--- src/logic/rxf_pkg.sv ---
// constants for the receive frame processor
package rxf_pkg;
    // register offsets (byte addresses, one word each)
    localparam logic [5:0] OFF_CTRL    = 6'h00;
    localparam logic [5:0] OFF_STATUS  = 6'h04;
    localparam logic [5:0] OFF_STA_LO  = 6'h08;
    localparam logic [5:0] OFF_STA_HI  = 6'h0c;
    localparam logic [5:0] OFF_HASH_LO = 6'h10;
    localparam logic [5:0] OFF_HASH_HI = 6'h14;
    localparam logic [5:0] OFF_SLOT    = 6'h18;
    localparam logic [5:0] OFF_CNT_CRC = 6'h1c;
    localparam logic [5:0] OFF_CNT_ALN = 6'h20;
    localparam logic [5:0] OFF_CNT_MIS = 6'h24;
    localparam logic [17:0] CNT_OFFS   = {OFF_CNT_MIS, OFF_CNT_ALN, OFF_CNT_CRC};
    // control register fields
    localparam int CTRL_PROMISC = 0;
    localparam int CTRL_BCAST   = 1;
    localparam int CTRL_MCAST   = 2;
    localparam int CTRL_RUNTS   = 3;
    localparam int CTRL_ERRORED = 4;
    localparam int CTRL_LONGCHK = 5;
    localparam int CTRL_MONITOR = 6;
    localparam int CTRL_W       = 7;
    localparam logic [6:0] CTRL_RESET = 7'h00;
    // status register fields
    localparam int ST_GOOD  = 0;
    localparam int ST_CRC   = 1;
    localparam int ST_ALIGN = 2;
    localparam int ST_OVER  = 3;
    localparam int ST_RUNT  = 4;
    localparam int ST_LONG  = 5;
    localparam int ST_MCAST = 6;
    localparam int ST_BCAST = 7;
    localparam int ST_W     = 8;
    // framing and checking
    localparam logic [7:0]  SFD_BYTE      = 8'hd5;
    localparam logic [7:0]  BCAST_BYTE    = 8'hff;
    localparam logic [31:0] CRC_INIT      = 32'hffffffff;
    localparam logic [31:0] CRC_POLY      = 32'h04c11db7;
    localparam logic [31:0] CRC_RESIDUE   = 32'hc704dd7b;
    localparam logic [11:0] DST_LAST      = 12'h006;
    localparam logic [11:0] LONG_LIMIT    = 12'h5ee;
    localparam logic [11:0] CNT_SAT       = 12'hfff;
    localparam logic [15:0] SLOT_RESET    = 16'h0200;
    // event counters
    localparam logic [7:0]  CNT_MAX       = 8'hff;
    localparam logic [7:0]  CNT_WARN      = 8'hc0;
    // staging fifo
    localparam int          FIFO_DEPTH    = 8;
    localparam logic [3:0]  FIFO_FULL     = 4'h8;
    localparam logic [3:0]  BURST_LEVEL   = 4'h6;
endpackage

--- src/logic/rxf_fifo_if.sv ---
// byte stream from frame processor into staging fifo
`timescale 1ns/1ps
interface rxf_fifo_if;
    logic       byteValid;
    logic [7:0] byteData;
    logic       flush;
    logic       finish;
    logic [3:0] level;
    modport producer (output byteValid, output byteData, output flush, output finish,
                      input level);
    modport buffer (input byteValid, input byteData, input flush, input finish,
                    output level);
endinterface

--- src/logic/rxf_frame_proc.sv ---
// receive frame processing: address filter, checks, status and counters
//
// Implementation choices: the address map and the strobed register port.
`timescale 1ns/1ps
module rxf_frame_proc
    import rxf_pkg::*;
(
    // system
    input  wire logic        sys_clk,
    input  wire logic        rst,
    // mii receive pins
    input  wire logic        rxClk,
    input  wire logic        rxDv,
    input  wire logic        rxEr,
    input  wire logic [3:0]  rxd,
    // register port
    input  wire logic [5:0]  regAddr,
    input  wire logic [31:0] regWrData,
    input  wire logic        regWrStb,
    input  wire logic        regRdStb,
    output logic [31:0]      regRdData,
    // local receive memory
    output logic             memReq,
    input  wire logic        memAck,
    output logic [31:0]      memData,
    input  wire logic        memFull,
    // event pulses
    output logic             frameDone,
    output logic             overflowEvt,
    output logic             rxErrEvt,
    output logic             counterEvt
);
    typedef enum logic [3:0] {
        S_HUNT   = 4'b0001,
        S_ADDR   = 4'b0010,
        S_DATA   = 4'b0100,
        S_IGNORE = 4'b1000
    } rxf_state_t;

    function automatic logic [31:0] crcByte(input logic [31:0] c, input logic [7:0] d);
        logic [31:0] r;
        r = c;
        for (int k = 0; k < 8; k++) begin
            r = (r[31] ^ d[k]) ? ({r[30:0], 1'b0} ^ CRC_POLY) : {r[30:0], 1'b0};
        end
        return r;
    endfunction

    function automatic logic [7:0] cntStep(input logic [7:0] v, input logic inc,
                                           input logic clr);
        logic [7:0] b;
        b = clr ? 8'h00 : v;
        if (inc && b != CNT_MAX)
            b = b + 8'h01;
        return b;
    endfunction

    // pin synchronisers; link clock edges found by the system clock
    logic [2:0] clkSync_reg;
    logic [1:0] dvSync_reg;
    logic [1:0] erSync_reg;
    logic [3:0] rxdS1_reg;
    logic [3:0] rxdS2_reg;

    always_ff @(posedge sys_clk) begin
        if (rst) begin
            clkSync_reg <= 3'b000;
            dvSync_reg  <= 2'b00;
            erSync_reg  <= 2'b00;
            rxdS1_reg   <= 4'h0;
            rxdS2_reg   <= 4'h0;
        end else begin
            clkSync_reg <= {clkSync_reg[1:0], rxClk};
            dvSync_reg  <= {dvSync_reg[0], rxDv};
            erSync_reg  <= {erSync_reg[0], rxEr};
            rxdS1_reg   <= rxd;
            rxdS2_reg   <= rxdS1_reg;
        end
    end

    // phy drives on the falling edge, so data is settled at the rising one
    wire       linkEdge = clkSync_reg[1] && !clkSync_reg[2];
    wire       dv       = dvSync_reg[1];
    wire       er       = erSync_reg[1];
    wire [3:0] nib      = rxdS2_reg;

    // software registers
    logic [CTRL_W-1:0] ctrl_reg;
    logic [47:0]       sta_reg;
    logic [63:0]       hash_reg;
    logic [15:0]       slot_reg;
    logic [ST_W-1:0]   status_reg;
    logic [7:0]        cnt_reg [3];

    wire promisc = ctrl_reg[CTRL_PROMISC];
    wire bcastEn = ctrl_reg[CTRL_BCAST];
    wire mcastEn = ctrl_reg[CTRL_MCAST];
    wire runtsEn = ctrl_reg[CTRL_RUNTS];
    wire errEn   = ctrl_reg[CTRL_ERRORED];
    wire longChk = ctrl_reg[CTRL_LONGCHK];
    wire monitor = ctrl_reg[CTRL_MONITOR];

    always_ff @(posedge sys_clk) begin
        if (rst) begin
            ctrl_reg <= CTRL_RESET;
            sta_reg  <= 48'h000000000000;
            hash_reg <= 64'h0000000000000000;
            slot_reg <= SLOT_RESET;
        end else if (regWrStb) begin
            case (regAddr)
                OFF_CTRL:    ctrl_reg        <= regWrData[CTRL_W-1:0];
                OFF_STA_LO:  sta_reg[31:0]   <= regWrData;
                OFF_STA_HI:  sta_reg[47:32]  <= regWrData[15:0];
                OFF_HASH_LO: hash_reg[31:0]  <= regWrData;
                OFF_HASH_HI: hash_reg[63:32] <= regWrData;
                OFF_SLOT:    slot_reg        <= regWrData[15:0];
                default:     ;
            endcase
        end
    end

    // frame state
    rxf_state_t  state_reg;
    rxf_state_t  state_next;
    logic [3:0]  prevNib_reg;
    logic [3:0]  lowNib_reg;
    logic        hiPhase_reg;
    logic [11:0] byteCnt_reg;
    logic [31:0] crc_reg;
    logic        erSeen_reg;
    logic        uniOk_reg;
    logic        bcOk_reg;
    logic        group_reg;
    logic        accepted_reg;
    logic        mcastHit_reg;

    wire inFrame  = (state_reg == S_ADDR) || (state_reg == S_DATA);
    wire sfdHit   = (state_reg == S_HUNT) && linkEdge && dv
                    && ({nib, prevNib_reg} == SFD_BYTE);
    wire [7:0] newByte = {nib, lowNib_reg};
    wire byteDone = inFrame && linkEdge && dv && hiPhase_reg;
    wire frameEnd = inFrame && linkEdge && !dv;
    wire [31:0] crcNext = crcByte(crc_reg, newByte);

    // address recognition over destination bytes 1..6
    wire [11:0] dstIdx   = byteCnt_reg - 12'h001;
    wire [7:0]  staByte  = sta_reg[8*dstIdx[2:0] +: 8];
    wire        byteMatch = (newByte == staByte);
    wire        lastDst  = (state_reg == S_ADDR) && byteDone
                           && (byteCnt_reg == DST_LAST);
    wire        firstDst = (byteCnt_reg == 12'h001);
    wire        uniFin   = uniOk_reg && byteMatch;
    wire        bcFin    = bcOk_reg && (newByte == BCAST_BYTE);
    wire        grpFin   = firstDst ? newByte[0] : group_reg;
    wire [5:0]  hashIdx  = crcNext[31:26];
    wire        hashBit  = hash_reg[hashIdx];
    wire        mcHit    = grpFin && mcastEn && hashBit;
    wire        bcHit    = bcFin && (bcastEn || hashBit);
    wire        acceptNow = promisc || (!grpFin && uniFin) || mcHit || bcHit;
    wire        reject   = lastDst && !acceptNow;

    // memory full while storing ends the frame at once
    wire storing  = inFrame && !monitor && (state_reg == S_DATA || !reject);
    wire overflow = storing && memFull && !frameEnd;

    // end-of-frame checks
    wire [11:0] frameLen = byteCnt_reg - 12'h001;
    wire        isRunt   = ({1'b0, byteCnt_reg, 3'b000} <= slot_reg);
    wire        isLong   = longChk && (frameLen > LONG_LIMIT);
    wire        crcBad   = (crc_reg != CRC_RESIDUE) || erSeen_reg;
    wire        alignBad = crcBad && hiPhase_reg;
    wire        goodFrm  = accepted_reg && !(crcBad && !errEn)
                           && !(isRunt && !runtsEn);
    wire        keepFrm  = goodFrm && !monitor;
    wire        endEval  = frameEnd;

    // fifo link
    rxf_fifo_if fifoBus ();
    assign fifoBus.byteValid = byteDone && storing && !overflow;
    assign fifoBus.byteData  = newByte;
    assign fifoBus.flush     = reject || overflow || (endEval && !keepFrm && !monitor);
    assign fifoBus.finish    = endEval && keepFrm;

    rxf_stage_fifo stageFifo (
        .sys_clk (sys_clk),
        .rst     (rst),
        .fifo    (fifoBus),
        .memReq  (memReq),
        .memAck  (memAck),
        .memData (memData)
    );

    always_comb begin
        state_next = state_reg;
        case (state_reg)
            S_HUNT:   if (sfdHit) state_next = S_ADDR;
            S_ADDR:   if (frameEnd) state_next = S_HUNT;
                      else if (reject || overflow) state_next = S_IGNORE;
                      else if (lastDst) state_next = S_DATA;
            S_DATA:   if (frameEnd) state_next = S_HUNT;
                      else if (overflow) state_next = S_IGNORE;
            S_IGNORE: if (linkEdge && !dv) state_next = S_HUNT;
            default:  state_next = S_HUNT;
        endcase
    end

    always_ff @(posedge sys_clk) begin
        if (rst) begin
            state_reg    <= S_HUNT;
            prevNib_reg  <= 4'h0;
            lowNib_reg   <= 4'h0;
            hiPhase_reg  <= 1'b0;
            byteCnt_reg  <= 12'h000;
            crc_reg      <= CRC_INIT;
            erSeen_reg   <= 1'b0;
            uniOk_reg    <= 1'b0;
            bcOk_reg     <= 1'b0;
            group_reg    <= 1'b0;
            accepted_reg <= 1'b0;
            mcastHit_reg <= 1'b0;
        end else begin
            state_reg <= state_next;
            if (linkEdge)
                prevNib_reg <= dv ? nib : 4'h0;
            if (sfdHit) begin
                byteCnt_reg  <= 12'h001;
                crc_reg      <= CRC_INIT;
                hiPhase_reg  <= 1'b0;
                erSeen_reg   <= er;
                uniOk_reg    <= 1'b1;
                bcOk_reg     <= 1'b1;
                group_reg    <= 1'b0;
                accepted_reg <= 1'b0;
                mcastHit_reg <= 1'b0;
            end else if (inFrame && linkEdge && dv) begin
                erSeen_reg  <= erSeen_reg || er;
                hiPhase_reg <= !hiPhase_reg;
                if (!hiPhase_reg)
                    lowNib_reg <= nib;
                else begin
                    crc_reg <= crcNext;
                    if (byteCnt_reg != CNT_SAT)
                        byteCnt_reg <= byteCnt_reg + 12'h001;
                    if (state_reg == S_ADDR) begin
                        uniOk_reg <= uniFin;
                        bcOk_reg  <= bcFin;
                        group_reg <= grpFin;
                    end
                    if (lastDst) begin
                        accepted_reg <= acceptNow;
                        mcastHit_reg <= grpFin && !bcFin;
                    end
                end
            end
        end
    end

    // status and event pulses
    wire crcInc  = endEval && crcBad && !isLong;
    wire alnInc  = endEval && alignBad && !isLong;
    wire missMon = endEval && monitor && goodFrm;
    wire missInc = overflow || missMon;

    always_ff @(posedge sys_clk) begin
        if (rst) begin
            status_reg  <= '0;
            frameDone   <= 1'b0;
            overflowEvt <= 1'b0;
            rxErrEvt    <= 1'b0;
        end else begin
            frameDone   <= endEval && keepFrm;
            overflowEvt <= overflow;
            rxErrEvt    <= endEval && crcBad && !monitor;
            if (endEval) begin
                status_reg           <= '0;
                status_reg[ST_GOOD]  <= goodFrm;
                status_reg[ST_CRC]   <= crcBad;
                status_reg[ST_ALIGN] <= alignBad;
                status_reg[ST_RUNT]  <= isRunt;
                status_reg[ST_LONG]  <= isLong;
                status_reg[ST_MCAST] <= mcastHit_reg;
                status_reg[ST_BCAST] <= accepted_reg && bcOk_reg;
            end else if (overflow) begin
                status_reg          <= '0;
                status_reg[ST_OVER] <= 1'b1;
            end
        end
    end

    // event counters: a read clears, an event in the same cycle still counts
    wire [2:0] cntInc = {missInc, alnInc, crcInc};
    logic [2:0] cntWarn;

    for (genvar i = 0; i < 3; i++) begin : g_cnt
        wire       clr  = regRdStb && (regAddr == CNT_OFFS[6*i +: 6]);
        wire [7:0] nxt  = cntStep(cnt_reg[i], cntInc[i], clr);
        assign cntWarn[i] = (nxt == CNT_WARN) && (cnt_reg[i] != CNT_WARN);
        always_ff @(posedge sys_clk) begin
            if (rst)
                cnt_reg[i] <= 8'h00;
            else
                cnt_reg[i] <= nxt;
        end
    end

    always_ff @(posedge sys_clk) begin
        if (rst)
            counterEvt <= 1'b0;
        else
            counterEvt <= |cntWarn;
    end

    // read port: data in the cycle after the strobe, unmapped reads as zero
    wire [31:0] rdMux =
        (regAddr == OFF_CTRL)    ? {25'h0000000, ctrl_reg} :
        (regAddr == OFF_STATUS)  ? {24'h000000, status_reg} :
        (regAddr == OFF_STA_LO)  ? sta_reg[31:0] :
        (regAddr == OFF_STA_HI)  ? {16'h0000, sta_reg[47:32]} :
        (regAddr == OFF_HASH_LO) ? hash_reg[31:0] :
        (regAddr == OFF_HASH_HI) ? hash_reg[63:32] :
        (regAddr == OFF_SLOT)    ? {16'h0000, slot_reg} :
        (regAddr == OFF_CNT_CRC) ? {24'h000000, cnt_reg[0]} :
        (regAddr == OFF_CNT_ALN) ? {24'h000000, cnt_reg[1]} :
        (regAddr == OFF_CNT_MIS) ? {24'h000000, cnt_reg[2]} :
                                   32'h00000000;

    always_ff @(posedge sys_clk) begin
        if (rst)
            regRdData <= 32'h00000000;
        else if (regRdStb)
            regRdData <= rdMux;
        else
            regRdData <= 32'h00000000;
    end
endmodule

--- src/logic/rxf_stage_fifo.sv ---
// staging fifo: packs bytes into dwords and bursts them to local memory
`timescale 1ns/1ps
module rxf_stage_fifo
    import rxf_pkg::*;
(
    // system
    input  wire logic   sys_clk,
    input  wire logic   rst,
    // byte side
    rxf_fifo_if.buffer  fifo,
    // local memory side
    output logic        memReq,
    input  wire logic   memAck,
    output logic [31:0] memData
);
    logic [31:0] store [FIFO_DEPTH];
    logic [23:0] pack_reg;
    logic [1:0]  packCnt_reg;
    logic [2:0]  wrPtr_reg;
    logic [2:0]  rdPtr_reg;
    logic [3:0]  level_reg;
    logic        tail_reg;

    wire        full     = (level_reg == FIFO_FULL);
    wire        empty    = (level_reg == 4'h0);
    wire        wordDone = fifo.byteValid && (packCnt_reg == 2'd3);
    wire        padDone  = fifo.finish && (packCnt_reg != 2'd0);
    // acknowledge is guaranteed in time, so a push into a full fifo is simply lost
    wire        push     = (wordDone || padDone) && !full;
    wire        pop      = memAck && !empty;
    wire [31:0] wordIn   = wordDone ? {fifo.byteData, pack_reg} :
                           (packCnt_reg == 2'd1) ? {24'h000000, pack_reg[7:0]} :
                           (packCnt_reg == 2'd2) ? {16'h0000, pack_reg[15:0]} :
                                                   {8'h00, pack_reg};
    wire [3:0]  levelNext = level_reg + {3'b000, push} - {3'b000, pop};

    assign fifo.level = level_reg;
    assign memData    = store[rdPtr_reg];
    // burst once six dwords wait, or drain the tail of an accepted frame
    assign memReq     = (level_reg >= BURST_LEVEL) || (tail_reg && !empty);

    always_ff @(posedge sys_clk) begin
        if (rst || fifo.flush) begin
            packCnt_reg <= 2'd0;
            pack_reg    <= 24'h000000;
            wrPtr_reg   <= 3'd0;
            rdPtr_reg   <= 3'd0;
            level_reg   <= 4'h0;
            tail_reg    <= 1'b0;
        end else begin
            if (fifo.byteValid) begin
                pack_reg[8*packCnt_reg +: 8] <= fifo.byteData;
                packCnt_reg <= packCnt_reg + 2'd1;
            end else if (fifo.finish) begin
                packCnt_reg <= 2'd0;
            end
            if (push)
                wrPtr_reg <= wrPtr_reg + 3'd1;
            if (pop)
                rdPtr_reg <= rdPtr_reg + 3'd1;
            level_reg <= levelNext;
            if (fifo.finish)
                tail_reg <= 1'b1;
            else if (fifo.byteValid || levelNext == 4'h0)
                tail_reg <= 1'b0;
        end
    end

    always_ff @(posedge sys_clk) begin
        if (rst) begin
            for (int i = 0; i < FIFO_DEPTH; i++) begin
                store[i] <= 32'h00000000;
            end
        end else if (push) begin
            store[wrPtr_reg] <= wordIn;
        end
    end
endmodule

--- config.mk ---
export PLATFORM = sky130hd
export DESIGN_NAME = rxf_frame_proc
export DESIGN_NICKNAME = d
export VERILOG_FILES = /design/src/logic/rxf_pkg.sv /design/src/logic/rxf_fifo_if.sv /design/src/logic/rxf_frame_proc.sv /design/src/logic/rxf_stage_fifo.sv
export SDC_FILE = /design/constraint.sdc
export NUM_CORES = 1
export LEC_CHECK = 0
export BUFFER_PORTS_ARGS = -buffer_cell sky130_fd_sc_hd__buf_2
export CAP_MARGIN = 20
export CELL_PAD_IN_SITES_DETAIL_PLACEMENT = 0
export CELL_PAD_IN_SITES_GLOBAL_PLACEMENT = 2
export CORE_MARGIN = 4
export CORE_UTILIZATION = 40
export CTS_CLUSTER_DIAMETER = 40
export DETAILED_ROUTE_END_ITERATION = 6
export PLACE_DENSITY = 0.81
export SLEW_MARGIN = 20
export SYNTH_ARGS = -nofsm -noshare
export SYNTH_HDL_FRONTEND = slang
export SYNTH_HIERARCHICAL = 1
export SYNTH_SLANG_ARGS = --single-unit
--- constraint.sdc ---
create_clock -name sys_clk -period 17 [get_ports sys_clk]
set_input_delay 0.85 -clock sys_clk [delete_from_list [all_inputs] [get_ports sys_clk]]
set_output_delay 0.85 -clock sys_clk [all_outputs]
set_load 0.02 [all_outputs]
# Word level (Yosys, flattened, before mapping)
# Memory sizes are Yosys's and may differ from the RTL's. A register that Yosys moved wholly into a read port is not among the register bits.
# Cells that the tools add are included.
# op_classes
addsub	11
magnitude_cmp	4
eq_ne	37
n_shift	3
n_mux	74
n_bitwise	22
n_reduce_logical	122
# ops
op	n
32-bit 2-to-1 mux	7
27-bit 2-to-1 mux	8
8-bit 2-to-1 mux	15
14-bit NOT	8
1-bit logical AND	57
8-bit != test (second input constant)	6
48-bit by 7-bit variable part select with 8-bit output	1
8-bit equality test (second input constant)	5
5-bit negator with 34-bit output	1
8-bit by 34-bit variable shift with 24-bit output (first input constant)	1
8-bit by 34-bit variable part select with 24-bit output	1
4-bit 2-to-1 mux	8
32-bit != test (second input constant)	1
32-bit OR reduction	1
1-bit 2-to-1 mux	25
8-bit by 1-bit adder with 8-bit output (second input constant)	3
24-bit bitwise mux	1
6-bit by 5-bit equality test with 1-bit output (second input constant)	4
24-bit 2-to-1 mux	1
1-bit logical NOT	18
3-bit AND reduction	6
15-bit by 16-bit <= comparator with 1-bit output	1
16-bit 2-to-1 mux	1
4-bit case mux with 4 select lines	1
other kinds (41)	92
# totals
reg_bits	294
ram_bits	280
input_bits	51
out_inout_bits	69
wordCells	314
memories	2
# memory_table
memory	depth	width	read_ports	rd_ports_with_merged_regs	wr	line	text
stageFifo.store	8	32	1	1	8	rxf_stage_fifo.sv:16	logic [31:0] store [FIFO_DEPTH];
cnt_reg	3	8	3	0	3	rxf_frame_proc.sv:93	logic [7:0] cnt_reg [3];

# Longest topological paths before layout
# logic_depth
depth_word	39
mapped_depth	27
depth_no_buf	23

# Modules after synthesis
# Netlist, hierarchy kept.
# modules_own_cells
mod	instances	cells_each	area_per_inst_um2	seq_area_each_um2
rxf_frame_proc	1	1723	14099.8	5625.4
rxf_stage_fifo	1	933	12859.8	8488.1

# Least setup slack after synthesis
# Ideal clock, no wire load.
# synth_path
kind	reg2reg
startpoint	reg byteCnt_reg[0]
endpoint	mem stageFifo.store[5][0] (enable)
setup_ns	0.428
t_arrival_ns	6.032
setup_slack_ns	10.540
path_stages_with_launch	20
cell_sequence	dfxtp_1 buf_1 buf_1 inv_1 ha_1 clkbuf_1 buf_1 mux4_2 a21oi_1 o22ai_1 nor3_1 nand4_1 nor2_1 a2111oi_4 nor4b_1 buf_4 nand2_2 a21oi_1 nand2_1 o21bai_1
# synth_lines
element	line	text
start: declaration	rxf_frame_proc.sv:128	logic [11:0] byteCnt_reg;
start signal: assignment	rxf_frame_proc.sv:243	byteCnt_reg <= byteCnt_reg + 12'h001;
end: declaration	rxf_stage_fifo.sv:16	

# Worst setup path after layout
# layout_path
startpoint	reg lowNib_reg[1]
endpoint	reg stageFifo.tail_reg
# layout_via
elab_chain_cells	30
# layout_rtl
element	line	text
start: declaration	rxf_frame_proc.sv:126	logic [3:0] lowNib_reg;
start signal: assignment	rxf_frame_proc.sv:239	lowNib_reg <= nib;
1-bit XOR	rxf_frame_proc.sv:44	r = (r[31] ^ d[k]) ? ({r[30:0], 1'b0} ^ CRC_POLY) : {r[30:0], 1'b0};
27-bit 2-to-1 mux	rxf_frame_proc.sv:44	
14-bit NOT (no line)	n/a	
27-bit 2-to-1 mux (3 in series)	rxf_frame_proc.sv:44	
14-bit NOT (no line)	n/a	
27-bit 2-to-1 mux	rxf_frame_proc.sv:44	
1-bit binary-select mux with 6-bit select	rxf_frame_proc.sv:156	wire hashBit = hash_reg[hashIdx];
1-bit 2-to-1 mux (implied by the code)	rxf_frame_proc.sv:156	
[12 not listed]	n/a	
via fifoBus.byteValid	rxf_fifo_if.sv:4	logic byteValid;
1-bit logical AND	rxf_stage_fifo.sv:26	wire wordDone = fifo.byteValid && (packCnt_reg == 2'd3);
1-bit logical OR	rxf_stage_fifo.sv:29	wire push = (wordDone || padDone) && !full;
1-bit logical AND	rxf_stage_fifo.sv:29	
4-bit by 1-bit adder with 4-bit output	rxf_stage_fifo.sv:35	wire [3:0] levelNext = level_reg + {3'b000, push} - {3'b000, pop};
4-bit by 1-bit subtractor with 4-bit output	rxf_stage_fifo.sv:35	
4-bit logical NOT	rxf_stage_fifo.sv:64	else if (fifo.byteValid || levelNext == 4'h0)
1-bit logical OR *	rxf_stage_fifo.sv:64	
2-bit nonzero test (no line) *	n/a	
end signal: assignment	rxf_stage_fifo.sv:49	tail_reg <= 1'b0;
end signal: assignment	rxf_stage_fifo.sv:63	tail_reg <= 1'b1;
end signal: assignment	rxf_stage_fifo.sv:65	tail_reg <= 1'b0;
end: declaration	rxf_stage_fifo.sv:22	logic tail_reg;
# The timed path passes the listed nets; every way through them passes the cells marked *. The select of a mux whose other input is x is not followed.
# A chain may end at the register's enable or synchronous reset.

==> run_results.csv <==
group,metric,value,unit
floorplanning,die_x,268,um
global_route,grt_usage,22.6,%
floorplanning,dieArea,0.0716,mm^2
floorplanning,core_area,0.0663,mm^2
clocking,clk_path_buf_depth,3,
global_route,antenna_found_initial,1,
clocking,clk_latency,0.65,ns
synth,synth_edf_count,256,
synth,synth_top_area_share,28.5,%
route,drt.antenna.violating_nets,0,
final_layout,largest_reg_flops,256,
setup_path,cp.arrival,7.34,ns
place,place_congestion,0.857,
place,dpl.hpwl,54800,um
synth,syn_avg_cell_area,10.2,um^2
sta,finalSetupTns,0,ns
sta,fmax,147,MHz
power,power.density,128,mW/mm^2
sta,holdWs,0.419,ns
global_route,grt_start_max_net_pins,79,
floorplanning,rows,94,
route,dr_wl_met2,40700,um
route,met3WireLength,4470,um
clocking,cts_setup_buffers,0,
global_route,grt_pass1_vias,20700,
run,maxCapViolCount,0,
synth,ys.warnings.count,6,
clocking,clkTransAtPathRegs,0.05,ns
sta,skew,0.0301,ns
setup_path,required,17.53,ns
sta,report.final.slew_viol_count,0,
floorplanning,ioPinCount,120,
final_layout,drive_gt1_share,17.3,%
route,first_iter_violations,1728,
global_route,grt-ovfl-total,0,
global_route,grt_pass1_wl,126000,um
clocking,clkSinkCount,577,
final_layout,final_util,48.2,%
clocking,cts_made_buffers,97,
place,portBuffers,119,
power,p_total,4.08,mW
route,drc,0,
sta,min_period,6.80,ns
sta,setup_viol,0,
synth,ys_types,84,
floorplanning,die_y,268,um
synth,synthTopCellsByArea,"edfxtp_1 (29%), dfxtp_1 (24%), nand2_1 (6.3%)",
sta,period_share,40.0,%
synth,ys.flop_type,"dfxtp_1",
setup_path,cp-end-kind,"flop",
synth,synth-seq-cells,577,
sta,worst_pin_slew,1.06,ns
synth,netlist_instances,2656,
synth,yosysTopAreaCell,"edfxtp_1",
final_layout,fillCellCount,6162,
route,wire_per_inst,22.1,um
setup_path,cp-start-kind,"flop",
final_layout,layout.nets,2835,
route,avgViaCountPerCell,5.57,
setup_path,worst-path-max-fanout,32,
final_layout,area_growth,18.5,%
synth,synth.cell_area,0.0270,mm^2
route,highest_layer,"met4",
final_layout,final_common_cell,"nand2_1",
synth,syn_nets,2744,
sta,finalHoldViolCount,0,
clocking,cts_tree,"done",
route,wl_met1,34400,um
clocking,cts_max_level,3,
sta,max_slew_margin,29.4,%
status,outcome,"finished, final reports clean",
route,wl,81700,um
synth,synthArstFlopShare,0,%
route,dr.pass1.iters,5,
clocking,cts_hold_buffers,0,
clocking,root_buffer,"clkbuf_16",
synth,seq_area_frac_synth,52.4,%
clocking,cts_resized,0,
floorplanning,initial_core_util,40.6,%
final_layout,mostFrequentLayoutCells,"nand2_1 (454), nor2_1 (410), dfxtp_1 (319)",
setup_path,crit_type,"reg -> reg",
route,vias,20600,
power,ir_drop,0.0759,mV
hold_path,hp-class,"in -> reg",
power,leakage,10.9,nW
sta,rsz0062_at_grt,"no",
[cell families (layout without fill, tap and decap cells)]
group | Yosys count | count (layout) | synth area share, %
buffers and inverters | 204 | 378 | 3.00
DFF | 577 | 577 | 52.4
muxes | 184 | 184 | 10.4
adders and majority gates | 37 | 37 | 1.75
and+or+nand+nor | 1137 | 1137 | 18.3
other | 0 | 1 | 0
xor gates and xnor gates | 120 | 120 | 4.63
AOI/OAI and AO/OA | 397 | 397 | 9.49
[layout make-up]
cell class	instances	area (um^2)	area share, %
diodes	1	2.50	0.00783
clock buffers	108	2510	7.85
clock inverters	74	1060	3.33
inverters	39	146	0.458
multi-input cells	1875	12100	38.0
flip-flops and latches	577	14100	44.2
well taps	864	1080	3.38
repair buffers	157	887	2.78
[critical path: stages, from the launching register on]
cell and delay, ns:
dfxtp_1 0.49, xnor2_2 0.63, xnor2_4 0.22, xnor3_2 0.94, mux2i_1 0.28, mux2i_1 0.12, a2111oi_2 0.38, a31oi_1 0.18
a2111oi_4 0.70, nor4b_2 0.11, buf_4 0.20, nand2_2 0.17, a21oi_1 0.20, inv_1 0.10, ha_1 0.23, inv_1 0.06
ha_1 0.16, inv_1 0.06, fa_1 0.50, nand2b_1 0.09, a2111oi_0 0.46, a2111oi_0 0.16, o21ba_2 0.22
[cell usage after synthesis, drive strengths merged (31+ instances only)]
library cell  number
xor2              35
xnor2             78
and3              35
mux2i             71
inv               39
mux4              74
nor3              31
mux2              39
nand2            456
dfxtp            321
a22oi             41
buf               41
a21oi            184
edfxtp           256
ha                36
nor2             412
clkbuf           124
o211ai            34
nand3             57
[stage by stage]
stage | instances | setup WS, ns | area [um^2]
floorplan | 2656 | 10.54 | 27000
global placement | 3512 | 10.56 | 28400
detailed placement | 3512 | 10.23 | 28400
global route | 3694 | 9.70 | 31900
CTS | 3694 | 10.19 | 31900
finish | 3695 | 10.20 | 31900
[metal layers]
layer | up-vias | track usage (%)
li1 | 9648 | -
met5 | - | 0
met1 | 10200 | 29.7
met4 | 0 | 6.89
met3 | 128 | 3.21
met2 | 644 | 39.0
[final timing paths]
kind	slack, ns	start	cells past startpoint	end
worst max-delay path	10.20	lowNib_reg[1]	22	stageFifo/tail_reg
worst min-delay path	0.42	rxd[1]	2	rxdS1_reg[1]
worst max register to register	10.20	lowNib_reg[1]	22	stageFifo/tail_reg
worst min register to register	0.45	prevNib_reg[2]	2	prevNib_reg[2]
[report_power, final]
| part | switching (mW) | internal [mW] |
|---|---|---|
| logic | 0.242 | 0.203 |
| registers | 0.0318 | 1.49 |
| clock network | 0.749 | 1.36 |
No activity file was read; power rests on OpenSTA's default activity.
